===== config.mk =====
export PLATFORM = sky130hd
export DESIGN_NAME = bcrc_core
export DESIGN_NICKNAME = d
export VERILOG_FILES = /design/src/core/bcrc_pkg.sv /design/src/core/bcrc_bcd_step.sv /design/src/core/bcrc_core.sv
export SDC_FILE = /design/constraint.sdc
export NUM_CORES = 1
export LEC_CHECK = 0
export ABC_AREA = 1
export BUFFER_PORTS_ARGS = -buffer_cell sky130_fd_sc_hd__buf_2
export CORE_ASPECT_RATIO = 1.5
export CORE_MARGIN = 2
export CORE_UTILIZATION = 65
export CTS_CLUSTER_DIAMETER = 80
export DETAILED_ROUTE_END_ITERATION = 6
export PLACE_DENSITY = 0.8
export SLEW_MARGIN = 20
export SYNTH_ARGS = -nofsm -noshare
export SYNTH_HDL_FRONTEND = slang
export SYNTH_SLANG_ARGS = --single-unit

===== constraint.sdc =====
create_clock -name clk -period 6.9 [get_ports clk]
set_input_delay 1.38 -clock clk [delete_from_list [all_inputs] [get_ports clk]]
set_output_delay 1.38 -clock clk [all_outputs]
set_load 0.01 [all_outputs]

===== src/core/bcrc_pkg.sv =====
package bcrc_pkg;

  // register map, top eight bytes of the memory space
  localparam logic [16:0] ADDR_CTRL     = 17'h1FFF8;
  localparam logic [16:0] ADDR_SEC      = 17'h1FFF9;
  localparam logic [16:0] ADDR_MIN      = 17'h1FFFA;
  localparam logic [16:0] ADDR_HOUR     = 17'h1FFFB;
  localparam logic [16:0] ADDR_DAY      = 17'h1FFFC;
  localparam logic [16:0] ADDR_DATE     = 17'h1FFFD;
  localparam logic [16:0] ADDR_MONTH    = 17'h1FFFE;
  localparam logic [16:0] ADDR_YEAR     = 17'h1FFFF;

  // clock_control fields
  localparam int          CTRL_LOAD_BIT = 7;
  localparam int          CTRL_READ_BIT = 6;
  localparam int          CTRL_SIGN_BIT = 5;
  localparam int          CAL_MAG_W     = 5;
  localparam logic [7:0]  CTRL_RST      = 8'h00;
  // seconds_and_osc_halt fields
  localparam int          SEC_HALT_BIT  = 7;
  localparam logic        HALT_RST      = 1'b1;

  // time field indices, one per time register above the control byte
  localparam int          F_SEC         = 0;
  localparam int          F_MIN         = 1;
  localparam int          F_HOUR        = 2;
  localparam int          F_DAY         = 3;
  localparam int          F_DATE        = 4;
  localparam int          F_MONTH       = 5;
  localparam int          F_YEAR        = 6;
  localparam int          NF            = 7;
  localparam logic [7:0]  FMASK [NF]    = '{8'h7F, 8'h7F, 8'h3F, 8'h07, 8'h3F, 8'h1F, 8'hFF};
  localparam logic [7:0]  FLO   [NF]    = '{8'h00, 8'h00, 8'h00, 8'h01, 8'h01, 8'h01, 8'h00};
  localparam logic [7:0]  FHI   [NF]    = '{8'h59, 8'h59, 8'h23, 8'h07, 8'h31, 8'h12, 8'h99};
  localparam logic [7:0]  FRST  [NF]    = '{8'h00, 8'h00, 8'h00, 8'h01, 8'h01, 8'h01, 8'h00};
  // field whose wrap carries into each field; seconds take the tick
  localparam int          CSRC  [NF]    = '{0, 0, 1, 2, 2, 4, 5};

  // timing
  localparam int          CLK_PERIOD_NS  = 4;
  localparam int          CLK_HZ         = 1000000000 / CLK_PERIOD_NS;
  localparam int          OSC_HZ         = 32768;
  localparam int          OSC_DIV_CYCLES = CLK_HZ / OSC_HZ;
  localparam int          STAGE_DIV      = 128;
  localparam int          STAGES_PER_SEC = OSC_HZ / STAGE_DIV;
  localparam int          LEN_ADD_STAGES = 2;
  localparam int          LEN_SUB_STAGES = 1;
  localparam int          CAL_CYCLE_MIN  = 64;
  localparam int          CAL_ELIG_MIN   = 62;

  typedef enum logic [1:0] {OSC_HALT, OSC_START, OSC_RUN} bcrc_osc_t;

endpackage


===== src/core/bcrc_bcd_step.sv =====
`timescale 1ns/1ps
module bcrc_bcd_step (
  input  wire logic [7:0] val,
  input  wire logic [7:0] lo,
  input  wire logic [7:0] hi,
  input  wire logic       inc,
  output logic      [7:0] nxt,
  output logic            wrap
);
  always_comb begin
    nxt  = val;
    wrap = 1'b0;
    if (inc) begin
      // a value above the limit wraps as well, so bad loads recover
      if (val >= hi) begin
        nxt  = lo;
        wrap = 1'b1;
      end else if (val[3:0] >= 4'h9) begin
        nxt = {4'(val[7:4] + 4'h1), 4'h0};
      end else begin
        nxt = {val[7:4], 4'(val[3:0] + 4'h1)};
      end
    end
  end
endmodule // bcrc_bcd_step


===== src/core/bcrc_core.sv =====
// Behaviour
// - the oscillator stops whenever the halt flag, bit 7 of the seconds register, is one.
// - the halt flag comes out of reset at one, so nothing counts until software clears it.
// - once the halt flag is cleared the oscillator runs one second before timekeeping starts.
// - the chain is timed by a 32768 Hz oscillator divided down to a one-second tick.
// - calibration only adds or drops pulses at the divide-by-128 stage, never time registers.
// - control bit 5 picks the sign: one speeds the clock up, zero slows it down.
// - control bits 4 to 0 hold an unsigned calibration magnitude from 0 to 31.
// - correction repeats every 64 minutes, only in the first 62, at most one second a minute.
// - a corrected second is 256 oscillator cycles shorter or 128 cycles longer.
// - a magnitude N corrects exactly the first 2N minutes of the cycle.
// - while control bit 6 is one the registers stop updating but the counters keep going.
// - control bit 7 stops updates and its clearing copies all time registers into the counters.
// - after that copy the next increment comes one full second later in OSC_RUN, two seconds later in OSC_START.
// - time is BCD with a 24-hour clock, and the counters roll over in that coding.
`timescale 1ns/1ps
module bcrc_core
  import bcrc_pkg::*;
#(
  parameter int OSC_DIV = OSC_DIV_CYCLES
) (
  input  wire logic        clk,
  input  wire logic        rst_b,
  input  wire logic        e_b,
  input  wire logic        g_b,
  input  wire logic        w_b,
  input  wire logic [16:0] addr,
  input  wire logic [7:0]  dq_in,
  output logic      [7:0]  dq_out,
  output logic             dq_oe
);
  localparam int DW = $clog2(OSC_DIV + 1);
  localparam int MW = $clog2(CAL_CYCLE_MIN);

  // one osc tick per clk is legal: the divider then stays at zero
  if (OSC_DIV < 1) begin : g_bad_div
    $error("OSC_DIV must be at least 1");
  end

  logic [27:0]        pin_s1;
  logic [27:0]        pin_s2;
  logic               e_s;
  logic               g_s;
  logic               w_s;
  logic [16:0]        a_s;
  logic [7:0]         d_s;
  logic               wr_act;
  logic               wr_act_d,   next_wr_act_d;
  logic [16:0]        wr_addr,    next_wr_addr;
  logic [7:0]         wr_data,    next_wr_data;
  logic [7:0]         next_dq_out;
  logic               next_dq_oe;
  logic [7:0]         ctrl,       next_ctrl;
  logic               osc_halt_flag, next_osc_halt_flag;
  logic [7:0]         vis [NF];
  logic [7:0]         next_vis [NF];
  logic [7:0]         cnt [NF];
  logic [7:0]         next_cnt [NF];
  logic [7:0]         stepped [NF];
  logic [NF-1:0]      inc;
  logic [NF-1:0]      wrap;
  logic [DW-1:0]      div,        next_div;
  logic [6:0]         pre,        next_pre;
  logic [8:0]         sc,         next_sc;
  logic [MW-1:0]      min_cyc,    next_min_cyc;
  bcrc_osc_t          state,      next_state;
  logic [7:0]         dmax;
  logic               leap;
  logic               osc_tick;
  logic               osc_on;
  logic               stage_pulse;
  logic               corr_now;
  logic [8:0]         term;
  logic               sec_end;
  logic               sec_tick;
  logic               host_wr;
  logic               wr_hit;
  logic               load_pulse;
  logic               vis_upd;
  logic [CAL_MAG_W-1:0] cal_mag;
  logic               cal_sign;

  // pins come from an asynchronous bus: two flops before any use
  always_ff @(posedge clk or negedge rst_b) begin
    if (!rst_b) begin
      pin_s1 <= 28'hE000000;
      pin_s2 <= 28'hE000000;
    end else begin
      pin_s1 <= {e_b, g_b, w_b, addr, dq_in};
      pin_s2 <= pin_s1;
    end
  end

  assign e_s      = pin_s2[27];
  assign g_s      = pin_s2[26];
  assign w_s      = pin_s2[25];
  assign a_s      = pin_s2[24:8];
  assign d_s      = pin_s2[7:0];
  assign wr_act   = !e_s && !w_s;
  // a write takes effect at its end, the earlier rising edge of the strobes
  assign host_wr  = wr_act_d && !wr_act;
  assign wr_hit   = host_wr && (wr_addr[16:3] == ADDR_CTRL[16:3]);
  assign cal_mag  = ctrl[CAL_MAG_W-1:0];
  assign cal_sign = ctrl[CTRL_SIGN_BIT];

  assign load_pulse = wr_hit && (wr_addr[2:0] == 3'h0) && ctrl[CTRL_LOAD_BIT]
                      && !wr_data[CTRL_LOAD_BIT];
  assign vis_upd    = sec_tick && !ctrl[CTRL_READ_BIT] && !ctrl[CTRL_LOAD_BIT];

  assign osc_tick    = (div == DW'(OSC_DIV - 1));
  assign osc_on      = (state != OSC_HALT);
  assign stage_pulse = osc_tick && osc_on && (pre == 7'(STAGE_DIV - 1));

  assign corr_now = (state == OSC_RUN) && (cnt[F_SEC] == 8'h00) && (cal_mag != '0)
                    && (min_cyc < {cal_mag, 1'b0})
                    && (min_cyc < MW'(CAL_ELIG_MIN));

  assign term = !corr_now ? 9'(STAGES_PER_SEC)
              : cal_sign  ? 9'(STAGES_PER_SEC - LEN_ADD_STAGES)
              :             9'(STAGES_PER_SEC + LEN_SUB_STAGES);
  assign sec_end  = stage_pulse && (sc == 9'(term - 9'h001));
  assign sec_tick = sec_end && (state == OSC_RUN);

  // leap years and month lengths in BCD
  always_comb begin
    leap = cnt[F_YEAR][4] ? (cnt[F_YEAR][3:0] == 4'h2 || cnt[F_YEAR][3:0] == 4'h6)
         : (cnt[F_YEAR][3:0] == 4'h0 || cnt[F_YEAR][3:0] == 4'h4 || cnt[F_YEAR][3:0] == 4'h8);
    case (cnt[F_MONTH])
      8'h02:                      dmax = leap ? 8'h29 : 8'h28;
      8'h04, 8'h06, 8'h09, 8'h11: dmax = 8'h30;
      default:                    dmax = FHI[F_DATE];
    endcase
  end

  for (genvar i = 0; i < NF; i++) begin : g_field
    if (i == 0) begin : g_first
      assign inc[i] = sec_tick;
    end else begin : g_chain
      assign inc[i] = wrap[CSRC[i]];
    end
    bcrc_bcd_step u_step (
      .val  (cnt[i]),
      .lo   (FLO[i]),
      .hi   ((i == F_DATE) ? dmax : FHI[i]),
      .inc  (inc[i]),
      .nxt  (stepped[i]),
      .wrap (wrap[i])
    );
  end

  always_comb begin
    next_wr_act_d      = wr_act;
    next_wr_addr       = wr_act ? a_s : wr_addr;
    next_wr_data       = wr_act ? d_s : wr_data;
    next_dq_oe         = !e_s && !g_s && w_s && (a_s[16:3] == ADDR_CTRL[16:3]);
    if (a_s[2:0] == 3'h0) begin
      next_dq_out = ctrl;
    end else if (a_s[2:0] == 3'h1) begin
      next_dq_out = {osc_halt_flag, vis[F_SEC][6:0]};
    end else begin
      next_dq_out = vis[3'(a_s[2:0] - 3'h1)];
    end
    next_ctrl          = ctrl;
    next_osc_halt_flag = osc_halt_flag;
    next_vis           = vis;
    next_cnt           = cnt;
    next_div           = osc_tick ? '0 : DW'(div + 1'b1);
    next_pre           = pre;
    next_sc            = sc;
    next_min_cyc       = min_cyc;
    next_state         = state;
    if (!osc_on || load_pulse) begin
      next_pre = '0;
      next_sc  = '0;
    end else if (osc_tick) begin
      next_pre = 7'(pre + 7'h01);
      if (stage_pulse) begin
        next_sc = sec_end ? 9'h000 : 9'(sc + 9'h001);
      end
    end
    unique case (state)
      OSC_HALT:  if (!osc_halt_flag) next_state = OSC_START;
      OSC_START: if (sec_end) next_state = OSC_RUN;
      OSC_RUN:   next_state = OSC_RUN;
      default:   next_state = OSC_HALT;
    endcase
    if (osc_halt_flag) begin
      next_state = OSC_HALT;
    end
    // minute counter only runs with the clock
    if (sec_tick && wrap[F_SEC]) begin
      next_min_cyc = MW'(min_cyc + 1'b1);
    end
    for (int i = 0; i < NF; i++) begin
      if (load_pulse) begin
        next_cnt[i] = vis[i] & FMASK[i];
      end else if (sec_tick) begin
        next_cnt[i] = stepped[i];
      end
      if (vis_upd) begin
        next_vis[i] = stepped[i];
      end
    end
    // host writes win over a same-cycle update of that byte
    if (wr_hit) begin
      if (wr_addr[2:0] == 3'h0) begin
        next_ctrl = wr_data;
      end else if (wr_addr[2:0] == 3'h1) begin
        next_osc_halt_flag   = wr_data[SEC_HALT_BIT];
        next_vis[F_SEC]      = wr_data & FMASK[F_SEC];
      end else begin
        next_vis[3'(wr_addr[2:0] - 3'h1)] = wr_data;
      end
    end
  end

  always_ff @(posedge clk or negedge rst_b) begin
    if (!rst_b) begin
      wr_act_d      <= 1'b0;
      wr_addr       <= 17'h00000;
      wr_data       <= 8'h00;
      dq_out        <= 8'h00;
      dq_oe         <= 1'b0;
      ctrl          <= CTRL_RST;
      osc_halt_flag <= HALT_RST;
      for (int i = 0; i < NF; i++) begin
        vis[i] <= FRST[i];
        cnt[i] <= FRST[i];
      end
      div           <= '0;
      pre           <= 7'h00;
      sc            <= 9'h000;
      min_cyc       <= '0;
      state         <= OSC_HALT;
    end else begin
      wr_act_d      <= next_wr_act_d;
      wr_addr       <= next_wr_addr;
      wr_data       <= next_wr_data;
      dq_out        <= next_dq_out;
      dq_oe         <= next_dq_oe;
      ctrl          <= next_ctrl;
      osc_halt_flag <= next_osc_halt_flag;
      vis           <= next_vis;
      cnt           <= next_cnt;
      div           <= next_div;
      pre           <= next_pre;
      sc            <= next_sc;
      min_cyc       <= next_min_cyc;
      state         <= next_state;
    end
  end
endmodule // bcrc_core


==> flow_metrics.py <==
metrics = {
    "yosys": {
        "yosys.area_share.simple_pct": 21.0,
        "ys.flop_type": "dfrtp_1",
        "syn_area_mm2": 0.0128,
        "syn_area_per_cell_um2": 8.33,
        "synthesis.nets": 1630,
        "synthXorXnorAreaFrac_pct": 1.16,
        "synth_cells": 1538,
        "synth_edf_count": 0,
        "ys_seq_elements": 249,
        "synth.distinct_cells": 53,
        "yosysWarnings": 0,
        "synthMuxAreaShare_pct": 0.0781,
        "async_flop_share_pct": 100,
        "synth-adder-area-share_pct": 6.06,
        "synth_compound_area_share_pct": 15.4,
        "synth_top_family_by_area": "simple AND/OR/NAND/NOR gates",
        "ys_seq_area_share_pct": 48.8,
    },
    "power": {
        "vdd_ir_drop_max_uv": 350,
        "power_mw": 3.05,
        "power_density_mw_per_mm2": 217,
        "p_leak_nw": 6.64,
    },
    "critical_path": {
        "slowest_delay_ns": 0.78,
        "worstSetupStartpointType": "flip-flop",
        "path_delay_family": "simple AND/OR/NAND/NOR gates",
        "cpMostUsedCell": "nor2_1",
        "cp_slowest_cell": "nor3_4",
        "crit_buf_inv": 4,
        "critPathKind": "reg -> reg",
        "cp.arrival_ns": 4.39,
        "r2r_slack_ns": 2.87,
        "cp_data_required_time_ns": 7.26,
        "crit_fanout": 51,
        "cp-end-kind": "flip-flop",
        "path_cells": "inv_1, ha_1, inv_1, nor2_1, nand2_1, nor2_1, nand4_1, nor2_1, nand3_2, nor2_4, nand2_1, nor3_4, buf_4, inv_2, a21oi_1, a22oi_1",
    },
    "placement": {
        "io_buffers": 38,
        "hpwl_mm": 23.4,
        "gp_congestion": 0.961,
    },
    "clock_network": {
        "postCtsSetupBuffers": 0,
        "worstSkewPairLatency_ns": 0.54,
        "clk_pin_slew_ns": 0.06,
        "ctsHoldBuffers": 0,
        "clockBufferDepth": 3,
        "cts-root-buf": "clkbuf_16",
        "cts_tree": "yes",
        "h-tree-depth": 1,
        "cts_resized": 0,
        "numCtsBuffers": 24,
        "clock_sinks": 249,
    },
    "detailed_routing": {
        "drt_iter0_drc": 1129,
        "routed_wl_mm": 32.9,
        "ant_nets": 0,
        "avgRoutedWirePerCell_um": 17.9,
        "viasPerCell": 5.99,
        "firstDrtPassIters": 6,
        "drc": 0,
        "vias": 10998,
    },
    "sta": {
        "slew_headroom_pct": 29.6,
        "tightest_slew_ns": 1.05,
        "period_needed_ns": 4.03,
        "max_freq_mhz": 248,
        "hold_viol": 0,
        "grt_setup_unrepaired": "false",
        "fin_setup_tns_ns": 0,
        "drv_slew": 0,
        "skew_ns": 0.0288,
        "setup_viol_count_final": 0,
        "fin_crit_sh_pct": 58.4,
        "holdWs_ns": 0.337,
    },
    "die": {
        "dieArea_mm2": 0.0209,
        "start_util_pct": 66.6,
        "core_mm2": 0.0192,
        "pin_count": 39,
        "rows": 62,
        "die_x_um": 119,
        "die_h_um": 176,
    },
    "grt": {
        "grt_pass1_wl_mm": 53.8,
        "grt.total_usage_pct": 32.4,
        "antenna_found_initial": 0,
        "grt-ovfl-total": 0,
        "grt_pass1_vias": 10824,
        "grt_max_degree": 95,
    },
    "hold_path": {
        "hold_path.class": "reg -> reg",
    },
    "layout": {
        "final_common_cell": "nand2_1",
        "final_cell_mix": "nand2_1 (289), dfrtp_1 (236), inv_1 (199)",
        "area.growth.synth_to_final_pct": 9.48,
        "diodes": 0,
        "fin_nets": 1655,
        "drive_gt1_share_pct": 8.10,
    },
    "run_status": {
        "outcome": "finished clean",
    },
    "flow_run": {
        "max_cap_viol_count": 0,
    },
}
## synthesized netlist by cell type, drive strengths merged, types with 2 or more instances
cell type  number  area [um^2]
o21ai         171          867
dfstp          13          342
xnor2           8         70.1
and3            4         25.0
o21bai          4         33.8
nand2         291         1100
nand4          31          215
nor2          144          581
nor3b           2         15.0
ha             62          776
a211oi          4         30.0
a21oi          84          420
o22ai          15         93.8
nand3         100          521
nor4            5         31.3
or2             6         37.5
xor2            9         78.8
a31oi          16          100
a22oi          17          128
o211ai         21          158
o31ai           4         35.0
inv           202          758
buf            12         70.1
nand3b          3         22.5
a2bb2oi         2         17.5
dfrtp         236         5910
o21a            8         60.1
nor3           22          126
clkbuf         36          136
## layout make-up
type                            count  area [um^2]
Tap cell                          256          320
Clock inverter                      8          113
Inverter                          202          758
Multi-Input combinational cell   1039         5610
Clock buffer                       35          702
Fill cell                        1537         5220
Timing Repair Buffer               47          272
Sequential cell                   249         6250
## through the flow
stage | worst slack [ns] | instances | utilization [%] | instance area [um^2]
floorplan | 3.95 | 1538 | - | 12800
global placement | 3.18 | 1793 | 68.6 | 13200
detailed placement | 3.02 | 1793 | 68.6 | 13200
CTS | 3.00 | 1836 | 72.8 | 14000
global route | 2.63 | 1836 | 72.9 | 14000
finish | 2.87 | 1836 | 72.9 | 14000
## state kept, by name, summed over array words and instances, names as in the netlist, 2 cells and up
name     cells
cnt         56
vis         56
pin_s1      28
pin_s2      28
wr_addr     17
div         13
sc           9
ctrl         8
dq_out       8
wr_data      8
pre          7
min_cyc      6
state        2
## kinds of logic (layout without fill, tap and decap cells)
family          after synthesis  in the layout
simple gates                610            610
compound gates              349            349
buf+inv                     250            292
flops                       249            249
fa+ha+maj                    62             62
xor+xnor                     17             17
mux                           1              1
## worst reg2reg max path, cell delays in order, from the launching register on
cell and delay, ns:
dfrtp_1 0.39, inv_1 0.08, ha_1 0.14, inv_1 0.05, nor2_1 0.08, nand2_1 0.05
nor2_1 0.12, nand4_1 0.23, nor2_1 0.22, nand3_2 0.16, nor2_4 0.16, nand2_1 0.17
nor3_4 0.79, buf_4 0.38, inv_2 0.39, a21oi_1 0.34, a22oi_1 0.12
## where the power goes
group          internal (mW)  switching [mW]  leakage, nW
Combinational         0.0415           0.118         3.01
Clock                  0.785           0.563        0.394
Sequential              1.50          0.0356         3.25
## layer usage
| layer | up-vias | track usage [%] | wire length [um] |
|---|---|---|---|
| li1 | 5147 | - | - |
| met1 | 5237 | 38.5 | 12200 |
| met2 | 475 | 56.5 | 16800 |
| met3 | 139 | 4.03 | 2030 |
| met4 | 0 | 18.6 | 1970 |
| met5 | - | 0 | 0 |
## final timing paths
path	from	end	cells past startpoint
setup / recovery	div[0]	vis[22]	16
hold / removal	pin_s1[11]	pin_s2[11]	0
setup reg to reg	div[0]	vis[22]	16
hold reg to reg	pin_s1[11]	pin_s2[11]	0
max in group asynchronous	rst_b	pin_s1[9]	2
min in group asynchronous	rst_b	sc[4]	1
Note: power is estimated with default switching activity, not from simulation.
